### config.mk
export PLATFORM = sky130hd
export DESIGN_NAME = cfs_fault_supervisor
export DESIGN_NICKNAME = d
export VERILOG_FILES = /design/src/cfs_fault_supervisor.v
export VERILOG_INCLUDE_DIRS = /design/src
export SDC_FILE = /design/constraint.sdc
export NUM_CORES = 1
export LEC_CHECK = 0
export BUFFER_PORTS_ARGS = -buffer_cell sky130_fd_sc_hd__buf_2
export CAP_MARGIN = 20
export CELL_PAD_IN_SITES_DETAIL_PLACEMENT = 0
export CELL_PAD_IN_SITES_GLOBAL_PLACEMENT = 1
export CORE_UTILIZATION = 35
export DETAILED_ROUTE_END_ITERATION = 12
export PLACE_DENSITY_LB_ADDON = 0.1
export SYNTH_ARGS = -nofsm -noshare
export SYNTH_HDL_FRONTEND = slang
export SYNTH_SLANG_ARGS = --single-unit
### constraint.sdc
create_clock -name sys_clk -period 3.4 [get_ports sys_clk]
set_input_delay 0.34 -clock sys_clk [delete_from_list [all_inputs] [get_ports sys_clk]]
set_output_delay 0.34 -clock sys_clk [all_outputs]
set_load 0.02 [all_outputs]
### src/cfs_regs.vh
// register offsets, reset values and timing counts of the converter fault supervisor
`ifndef CFS_REGS_VH
`define CFS_REGS_VH

// register byte addresses
`define CFS_ADDR_CTRL 8'h00
`define CFS_ADDR_OVERCURRENT_DELAY_COUNTER 8'h04
`define CFS_ADDR_CLKDIV 8'h08
`define CFS_ADDR_STATUS 8'h0C
`define CFS_ADDR_PHASES 8'h10
`define CFS_ADDR_CODE 8'h14

// control fields (write side strobes, read side mode)
`define CFS_CTRL_OFF_BIT 0
`define CFS_CTRL_ON_BIT 1

// status fields
`define CFS_ST_OC_BIT 0
`define CFS_ST_OL_BIT 1
`define CFS_ST_OV_BIT 2
`define CFS_ST_SENSE_BIT 3
`define CFS_ST_CHAIN_BIT 4
`define CFS_ST_ENLATCH_BIT 5
`define CFS_ST_OFFMODE_BIT 6
`define CFS_ST_SUPPLY_BIT 7
`define CFS_ST_POWER_GOOD_BIT 8
`define CFS_ST_RUN_BIT 9

// reset values
`define CFS_OVERCURRENT_DELAY_COUNTER_RST 8'h10
`define CFS_CLKDIV_RST 8'h0A
`define CFS_CODE_RST 7'h00

// timing counts, in phase clock pulses or phase-out cycles
`define CFS_CHAIN_WAIT 6'h1E
`define CFS_OPENLOOP_CYCLES 4'h8

`endif

### src/cfs_fault_supervisor.v
// fault supervision, soft start/stop sequencing and daisy-chain checking of the controller
// Operation
// (RULE1) count phase-out pulses while averaged current stays above the over-current threshold
// (RULE2) delay count reached: latch fault, clamp error amp, drop power good
// (RULE3) after an over-current fault, sink the ramp with the fault current
// (RULE4) over-current latch clears only on enable cycling or voltage-off command
// (RULE5) supply above upper lockout releases enable latch; below lower sets it
// (RULE6) voltage-off: soft stop, error amps active, ramp discharges at soft-stop current
// (RULE7) a non-off voltage code turns converter on and selects that voltage
// (RULE8) during soft start power good stays low until regulated and ramp past threshold
// (RULE9) power good low on any fault; high only fault-free and in regulation
// (RULE10) out of regulation drops power good only; code transitions are not counted
// (RULE11) error amp above open-loop limit for eight phase cycles latches a fault
// (RULE12) enable low sets fault latch; enable high allows a power-up ramp
// (RULE13) over-voltage on either output latches, clamps error amps, raises crowbar
// (RULE14) over-voltage latch holds power stage off until enable cycling or voltage-off
// (RULE15) low sensed output: test pulse sense lines; open line latches fault
// (RULE16) power-up: launch chain pulse, wait thirty clocks, retry once, then chain fault
// (RULE17) running: missing return relaunches pulse; second miss is a chain fault
// (RULE18) phase count taken from the return timing of the chain pulse
// (RULE19) phase clock runs at per-phase rate times phases; phase-out at per-phase rate
// (RULE20) error amp clamped until the ramp reaches its release level
// (RULE21) ramp low and cause gone resets the enable latch for a new soft start
// (RULE22) each phase chip passes the chain pulse on, one hop per phase
// (RULE23) comparators are synchronous inputs; faults ORed into one shutdown; only release events clear
`default_nettype none
`include "cfs_regs.vh"

module cfs_fault_supervisor #(
  parameter PHASE_W = 6,
  parameter [6:0] OFF_CODE = 7'h00
) (
  input wire sys_clk,
  input wire rst_n,
  input wire clkEn,
  input wire [7:0] regAddr,
  input wire [31:0] regWrData,
  input wire regWrEn,
  input wire regRdEn,
  output reg [31:0] regRdData,
  input wire currentSenseAbove,
  input wire supplyAboveUpper,
  input wire supplyBelowLower,
  input wire enableHigh,
  input wire enableLow,
  input wire errAmpAboveLimit,
  input wire outOneOver,
  input wire outTwoOver,
  input wire outOneLow,
  input wire outTwoLow,
  input wire openLineTrip,
  input wire outOneInReg,
  input wire outTwoInReg,
  input wire codeTransition,
  input wire rampAboveRelease,
  input wire rampAbovePgood,
  input wire rampBelowLow,
  input wire voltageCodeStrobe,
  input wire [6:0] voltageCode,
  input wire chainPulseIn,
  output reg chainPulseOut,
  output reg phaseClockOut,
  output reg powerGood,
  output reg errAmpClamp,
  output reg crowbar,
  output reg rampCharge,
  output reg rampFaultSink,
  output reg rampSoftStop,
  output reg senseTestPulse,
  output reg shutdown,
  output reg [6:0] targetCode
);

  // chain checker states
  localparam [2:0] CH_IDLE = 3'b001;
  localparam [2:0] CH_DETECT = 3'b010;
  localparam [2:0] CH_RUN = 3'b100;

  ////////////////////////////////////////////////////////////////////////////
  // register port

  reg [7:0] ocDelayLimit;
  reg [7:0] clkHalfDiv;
  wire wrCtrl = regWrEn && (regAddr == `CFS_ADDR_CTRL);
  wire swOff = wrCtrl && regWrData[`CFS_CTRL_OFF_BIT];
  wire swOn = wrCtrl && regWrData[`CFS_CTRL_ON_BIT] && !regWrData[`CFS_CTRL_OFF_BIT];

  // voltage code decode: off wins when both arrive together
  wire pinOff = voltageCodeStrobe && (voltageCode == OFF_CODE);
  wire pinOn = voltageCodeStrobe && (voltageCode != OFF_CODE);
  wire offCmd = pinOff || swOff;
  wire onCmd = (pinOn || swOn) && !offCmd;

  // software settings; a zero divider write is floored to one, which toggles the phase clock on every cycle as zero would
  always @(posedge sys_clk) begin
    if (!rst_n) begin
      ocDelayLimit <= `CFS_OVERCURRENT_DELAY_COUNTER_RST;
      clkHalfDiv <= `CFS_CLKDIV_RST;
    end else if (clkEn && regWrEn) begin
      if (regAddr == `CFS_ADDR_OVERCURRENT_DELAY_COUNTER)
        ocDelayLimit <= regWrData[7:0];
      if (regAddr == `CFS_ADDR_CLKDIV)
        clkHalfDiv <= (regWrData[7:0] == 8'h00) ? 8'h01 : regWrData[7:0];
    end
  end

  ////////////////////////////////////////////////////////////////////////////
  // phase clock and phase-out pacing

  reg [7:0] divCnt;
  reg clockTick;
  reg [PHASE_W-1:0] phaseCount;
  reg [PHASE_W-1:0] slotCnt;
  reg launchTick;
  reg [2:0] chainState;

  // phase clock at per-phase rate times phases, one launch per phase slots [RULE19]
  always @(posedge sys_clk) begin
    if (!rst_n) begin
      divCnt <= 8'h00;
      phaseClockOut <= 1'b0;
      clockTick <= 1'b0;
    end else if (clkEn) begin
      clockTick <= 1'b0;
      if (divCnt + 8'h01 >= clkHalfDiv) begin
        divCnt <= 8'h00;
        phaseClockOut <= !phaseClockOut;
        clockTick <= !phaseClockOut; // rising edge of the phase clock
      end else begin
        divCnt <= divCnt + 8'h01;
      end
    end
  end

  ////////////////////////////////////////////////////////////////////////////
  // fault sources

  reg supplyOk;
  reg offMode;
  reg enLatch;
  reg ocFault;
  reg olFault;
  reg ovFault;
  reg senseFault;
  reg chainFault;
  reg [7:0] ocCnt;
  reg [3:0] olCnt;
  reg inPrev;

  // enable cycling or voltage-off are the only releases of hard latches [RULE4] [RULE14]
  wire hardClear = enableLow || offCmd;
  wire anyHard = ocFault || olFault || ovFault || senseFault || chainFault;
  wire inEdge = chainPulseIn && !inPrev;

  // over-current delay runs on phase-out pulses, restarts when current drops [RULE1]
  always @(posedge sys_clk) begin
    if (!rst_n) begin
      ocCnt <= 8'h00;
      olCnt <= 4'h0;
    end else if (clkEn) begin
      if (!currentSenseAbove)
        ocCnt <= 8'h00;
      else if (launchTick && ocCnt != 8'hFF)
        ocCnt <= ocCnt + 8'h01; // [RULE1]
      if (!errAmpAboveLimit)
        olCnt <= 4'h0;
      else if (launchTick && olCnt != `CFS_OPENLOOP_CYCLES)
        olCnt <= olCnt + 4'h1;
    end
  end

  // hard latches: a set in the clearing cycle wins [RULE23]
  always @(posedge sys_clk) begin
    if (!rst_n) begin
      ocFault <= 1'b0;
      olFault <= 1'b0;
      ovFault <= 1'b0;
      senseFault <= 1'b0;
    end else if (clkEn) begin
      if (currentSenseAbove && ocCnt >= ocDelayLimit && ocDelayLimit != 8'h00)
        ocFault <= 1'b1; // [RULE2]
      else if (currentSenseAbove && ocDelayLimit == 8'h00)
        ocFault <= 1'b1; // zero delay trips at once
      else if (hardClear)
        ocFault <= 1'b0; // [RULE4]
      if (olCnt == `CFS_OPENLOOP_CYCLES)
        olFault <= 1'b1; // [RULE11]
      else if (hardClear)
        olFault <= 1'b0;
      if (outOneOver || outTwoOver)
        ovFault <= 1'b1; // [RULE13]
      else if (hardClear)
        ovFault <= 1'b0; // [RULE14]
      if (senseTestPulse && openLineTrip)
        senseFault <= 1'b1; // [RULE15]
      else if (hardClear)
        senseFault <= 1'b0;
    end
  end

  // supply lockout hysteresis and the enable-cleared latch [RULE5] [RULE12] [RULE21]
  always @(posedge sys_clk) begin
    if (!rst_n) begin
      supplyOk <= 1'b0;
      offMode <= 1'b0;
      enLatch <= 1'b1;
      targetCode <= `CFS_CODE_RST;
      inPrev <= 1'b0;
    end else if (clkEn) begin
      inPrev <= chainPulseIn;
      if (supplyBelowLower)
        supplyOk <= 1'b0; // [RULE5]
      else if (supplyAboveUpper)
        supplyOk <= 1'b1;
      if (offCmd)
        offMode <= 1'b1; // [RULE6]
      else if (onCmd)
        offMode <= 1'b0; // [RULE7]
      if (pinOn)
        targetCode <= voltageCode; // [RULE7]
      if (enableLow || offCmd || supplyBelowLower || !supplyOk)
        enLatch <= 1'b1; // [RULE12]
      else if (rampBelowLow && enableHigh && !offMode && supplyOk)
        enLatch <= 1'b0; // [RULE21]
    end
  end

  ////////////////////////////////////////////////////////////////////////////
  // daisy-chain check and phase count

  reg [5:0] waitCnt;
  reg retried;
  reg returned;
  reg missedOnce;

  // detect: launch, time the return, retry once; run: watch every launch [RULE16]
  always @(posedge sys_clk) begin
    if (!rst_n) begin
      chainState <= CH_IDLE;
      chainFault <= 1'b0;
      chainPulseOut <= 1'b0;
      launchTick <= 1'b0;
      phaseCount <= {{(PHASE_W-1){1'b0}}, 1'b1};
      slotCnt <= {PHASE_W{1'b0}};
      waitCnt <= 6'h00;
      retried <= 1'b0;
      returned <= 1'b0;
      missedOnce <= 1'b0;
    end else if (clkEn) begin
      launchTick <= 1'b0;
      if (clockTick)
        chainPulseOut <= 1'b0; // pulse stands one phase clock period
      // cleared by the release events; a set later in this process wins
      if (hardClear)
        chainFault <= 1'b0;
      case (chainState)
        CH_IDLE: begin
          if (!enLatch && !anyHard && clockTick) begin
            chainState <= CH_DETECT;
            chainPulseOut <= 1'b1;
            waitCnt <= 6'h00;
            retried <= 1'b0;
          end
        end
        CH_DETECT: begin
          if (inEdge && waitCnt != 6'h00) begin
            phaseCount <= waitCnt[PHASE_W-1:0]; // [RULE18]
            slotCnt <= {PHASE_W{1'b0}};
            returned <= 1'b1; // the measured pulse counts as the first return
            missedOnce <= 1'b0;
            chainState <= CH_RUN;
          end else if (clockTick) begin
            if (waitCnt == `CFS_CHAIN_WAIT) begin
              waitCnt <= 6'h00;
              if (retried) begin
                chainFault <= 1'b1; // [RULE16]
                chainState <= CH_IDLE;
              end else begin
                retried <= 1'b1;
                chainPulseOut <= 1'b1;
              end
            end else begin
              waitCnt <= waitCnt + 6'h01;
            end
          end
        end
        CH_RUN: begin
          if (inEdge)
            returned <= 1'b1;
          // judged the cycle after a launch: a return lands on the launch tick itself
          if (launchTick) begin
            returned <= 1'b0;
            if (returned || inEdge) begin
              missedOnce <= 1'b0;
            end else if (missedOnce) begin
              chainFault <= 1'b1; // [RULE17]
              chainState <= CH_IDLE;
            end else begin
              missedOnce <= 1'b1; // relaunch on the next pulse [RULE17]
            end
          end
          if (clockTick) begin
            if (slotCnt + {{(PHASE_W-1){1'b0}}, 1'b1} >= phaseCount) begin
              slotCnt <= {PHASE_W{1'b0}};
              chainPulseOut <= 1'b1; // phase-out at per-phase rate [RULE19]
              launchTick <= 1'b1;
            end else begin
              slotCnt <= slotCnt + {{(PHASE_W-1){1'b0}}, 1'b1};
            end
          end
        end
        default: chainState <= CH_IDLE;
      endcase
      if (enLatch || anyHard)
        chainState <= CH_IDLE; // every power-up checks the chain afresh
    end
  end

  ////////////////////////////////////////////////////////////////////////////
  // sequencing outputs

  // one shutdown from every hard latch, and from the enable latch outside off mode [RULE23]
  wire next_shutdown = anyHard || (enLatch && !offMode);
  // regulation ignores intended code moves [RULE10]
  wire inReg = (outOneInReg && outTwoInReg) || codeTransition;
  // power good: fault-free, ramp past threshold, in regulation [RULE8] [RULE9]
  wire next_powerGood = !anyHard && !enLatch && !offMode && rampAbovePgood && inReg &&
                        chainState == CH_RUN;
  // clamp on faults or until ramp release; soft stop keeps amps active [RULE6] [RULE20]
  wire next_errAmpClamp = anyHard || (enLatch && !offMode) || (!rampAboveRelease && !offMode);
  // ramp charges only after the chain passed [RULE12] [RULE16]
  wire next_rampCharge = !anyHard && !enLatch && !offMode && enableHigh &&
                         chainState == CH_RUN;

  always @(posedge sys_clk) begin
    if (!rst_n) begin
      powerGood <= 1'b0;
      errAmpClamp <= 1'b1;
      crowbar <= 1'b0;
      rampCharge <= 1'b0;
      rampFaultSink <= 1'b0;
      rampSoftStop <= 1'b0;
      senseTestPulse <= 1'b0;
      shutdown <= 1'b1;
    end else if (clkEn) begin
      shutdown <= next_shutdown; // [RULE23]
      powerGood <= next_powerGood; // [RULE9]
      errAmpClamp <= next_errAmpClamp; // [RULE2] [RULE13] [RULE15]
      crowbar <= anyHard; // [RULE13]
      rampCharge <= next_rampCharge;
      rampFaultSink <= anyHard; // [RULE3]
      rampSoftStop <= !anyHard && (offMode || enLatch); // [RULE6]
      senseTestPulse <= outOneLow || outTwoLow; // [RULE15]
    end
  end

  ////////////////////////////////////////////////////////////////////////////
  // read port: data stand the cycle after the read strobe

  always @(posedge sys_clk) begin
    if (!rst_n) begin
      regRdData <= 32'h0000_0000;
    end else if (clkEn) begin
      regRdData <= 32'h0000_0000;
      if (regRdEn) begin
        case (regAddr)
          `CFS_ADDR_CTRL: regRdData <= {31'h0000_0000, offMode};
          `CFS_ADDR_OVERCURRENT_DELAY_COUNTER: regRdData <= {24'h00_0000, ocDelayLimit};
          `CFS_ADDR_CLKDIV: regRdData <= {24'h00_0000, clkHalfDiv};
          `CFS_ADDR_STATUS: regRdData <= {22'h00_0000, chainState == CH_RUN, powerGood,
                                          supplyOk, offMode, enLatch, chainFault,
                                          senseFault, ovFault, olFault, ocFault};
          `CFS_ADDR_PHASES: regRdData <= {{(32-PHASE_W){1'b0}}, phaseCount};
          `CFS_ADDR_CODE: regRdData <= {25'h000_0000, targetCode};
          default: regRdData <= 32'h0000_0000;
        endcase
      end
    end
  end

endmodule
`default_nettype wire

==> metrics.yaml <==
final_layout:
  finalNonFillerCells: 940
  diodes: 0
  area_growth_pct: 15.1
  layout-drive-gt1-share_pct: 15.9
  final_util_pct: 41.7
  layout_commonest_cell: "dfxtp_1"
  final_cell_mix: "97 x dfxtp_1, 86 x nand2_1, 73 x buf_2"
  final_nets: 825
detailed_routing:
  vias_per_cell: 5.12
  drc: 0
  num_vias: 4813
  firstDrtPassIters: 4
  wl_met3_um: 578
  wl_met2_mm: 7.28
  wl_per_cell_um: 16.1
  top_layer: "met4"
  routed_wirelength_mm: 15.1
  final_antenna_net_count: 0
  drtIter0Drc: 222
  wl_met1_mm: 7.11
logic_synthesis:
  synth_top_cell_by_area: "dfxtp_1"
  async_flop_share_pct: 0
  syn-mean-instance-area_sq_um: 8.50
  ys_warn_count: 0
  yosysSeqAreaShare_pct: 34.7
  synth_area_sq_mm: 0.00559
  synth_top_area_share_pct: 34.7
  synth_flop_cell: "dfxtp_1"
  synth-edff-count: 0
  ys_types: 69
  synthCells: 658
  ys_top_cells_by_area: "dfxtp_1 35%, ha_1 6.7%, nand2_1 5.8%"
  ys_ff_latch: 97
worst_setup_path:
  r2r_slack_ns: 0.55
  crit_slowest_cell: "dfxtp_1"
  max_stage_delay_ns: 0.40
  worstPathCellList: "ha_1, nand3_1, or2_2, xor2_1, inv_1, ha_1, nand2_1, o21ai_0, nor3_1, a221o_1"
  reg2reg_to: "divCnt[4]$_SDFFE_PN0P_"
  critical_path.startpoint_type: "flip-flop"
  cp.arrival_ns: 3.09
  crit_cells: 10
  worstPathRequired_ns: 3.64
  path_delay_family: "simple AND/OR/NAND/NOR gates"
  cp_num_buf_inv: 1
  crit_fanout: 5
  cpMostUsedCell: "ha_1"
  end_kind: "flip-flop"
  worstRegToRegCells: 10
  crit_type: "reg2reg"
  reg2reg_from: "divCnt[0]$_SDFFE_PN0P_"
placement:
  io_buffers: 73
  post-place-ws_ns: 0.526
  dp_cells: 924
  place_congestion: 0.817
  hpwl_mm: 11.5
sta:
  hold_violations: 0
  fin_crit_sh_pct: 83.8
  setup_slack_ns: 0.552
  grt_setup_unrepaired: "false"
  setup_tns_ns: 0
  tightest_slew_ns: 0.889
  slew_headroom_pct: 40.7
  setup-violations-final: 0
  fmax_mhz: 351
  clock_skew_ns: 0.00839
  report.final.slew_viol_count: 0
  fin_crit_ns: 2.85
cts:
  cts_max_path_buffers: 2
  cts_tree: "yes"
  post-cts-setup-buffer-count: 0
  clkSinkCount: 97
  cts_resized: 0
  root_buffer: "clkbuf_16"
  postCtsHoldBufs: 0
  htreeDepth: 3
  path_clk_slew_ns: 0.07
  clk_latency_ns: 0.35
  cts_buffers: 9
job:
  drv_cap: 0
floorplanning:
  fp.dieArea_sq_mm: 0.0165
  num_io_pins: 120
  fp-row-count: 45
  chipWidth_um: 128
  core_sq_mm: 0.0154
  dieHeight_um: 128
  initial_core_util_pct: 36.3
run_status:
  outcome: "completed"
pwr:
  p_leak_nw: 2.59
  ir_drop_v: 0.000314
  p_per_area_mw_per_mm2: 398
global_route:
  grt_max_degree: 30
  grt_overflow_total: 0
  antenna_found_initial: 0
  grt_usage_pct: 19.3
  grt_pass1_vias: 4658
  grt_pass1_wl_mm: 24.6
hold_path:
  min_from: "supplyAboveUpper"
  min-delay-path-class: "in2reg"
  hold_depth: 3
  whs_endpoint: "supplyOk$_SDFFE_PN0P_"
-- worst reg2reg max path, cell delays in order, from the launching register on --
cell and delay [ns]:
dfxtp_1 0.40, ha_1 0.24, nand3_1 0.17, or2_2 0.34, xor2_1 0.19, inv_1 0.07
ha_1 0.29, nand2_1 0.05, o21ai_0 0.39, nor3_1 0.21, a221o_1 0.38
-- Yosys cell counts (5+ instances only) --
cell and number:
nand4_1 7, ha_1 30, a22oi_1 10, nor3_1 11, a21oi_1 18, nor4_1 8
dfxtp_1 97, a21boi_0 13, o31ai_1 6, clkbuf_1 20, inv_1 33, o22ai_1 10
buf_4 24, a21boi_1 7, o21a_1 7, nor2_1 24, and3_1 6, nand2_1 86
xnor2_1 9, and2_1 11, o21ai_0 23, nand3_1 24, o211ai_1 12, nand2b_1 9
mux2i_1 31, a21o_1 5, nor2b_1 33, xor2_1 6
-- routing by layer --
| layer | track usage [%] | vias up |
|---|---|---|
| li1 | - | 2449 |
| met1 | 25.1 | 2260 |
| met2 | 32.8 | 94 |
| met3 | 4.32 | 10 |
| met4 | 3.67 | 0 |
| met5 | 0 | - |
-- state kept, by name, summed over array words and instances, names as in the netlist, 3 cells and up --
name,count
ocDelayLimit,8
ocCnt,8
regRdData,10
waitCnt,6
olCnt,4
targetCode,7
chainState,3
divCnt,8
clkHalfDiv,8
phaseCount,6
slotCnt,6
-- logic make-up after synthesis --
group,count (synthesis),share of synthesized area (%)
buf+inv,83,7.38
mux,32,5.75
simple gates,245,23.2
other cells,1,0.0670
flops,97,34.7
compound gates,155,19.8
xor+xnor,15,2.35
fa+ha+maj,30,6.71
-- stage by stage --
stage | instance area, sq um | total power, W | hold WS [ns]
floorplan | 5670 | 0.00134 | 0.444
global placement | 6100 | 0.00141 | 0.436
detailed placement | 6100 | 0.00141 | 0.443
CTS | 6440 | 0.00260 | 0.216
global route | 6440 | 0.00267 | 0.225
finish | 6440 | 0.00256 | 0.225
-- where the power goes --
part,switching [W],leakage (nW),internal [W]
sequential,0.0000154,0.785,0.00115
clock,0.000457,0.159,0.000722
combinational,0.000142,1.64,0.0000763
-- worst max-delay path by stage --
stage,from,endpoint
floorplan,divCnt[0]$_SDFFE_PN0P_,divCnt[2]$_SDFFE_PN0P_
global placement,divCnt[0]$_SDFFE_PN0P_,divCnt[4]$_SDFFE_PN0P_
detailed placement,divCnt[0]$_SDFFE_PN0P_,divCnt[2]$_SDFFE_PN0P_
CTS,divCnt[0]$_SDFFE_PN0P_,divCnt[3]$_SDFFE_PN0P_
global route,divCnt[0]$_SDFFE_PN0P_,divCnt[4]$_SDFFE_PN0P_
finish,divCnt[0]$_SDFFE_PN0P_,divCnt[4]$_SDFFE_PN0P_
-- final cells by class --
cell class	count	area, sq um
inverters	33	124
well taps	211	264
multi-input cells	499	3320
fillers	1614	8990
flip-flops and latches	97	1940
repair buffers	84	448
clock inverters	6	114
clock buffers	10	229
(Power assumes the default switching activity.)
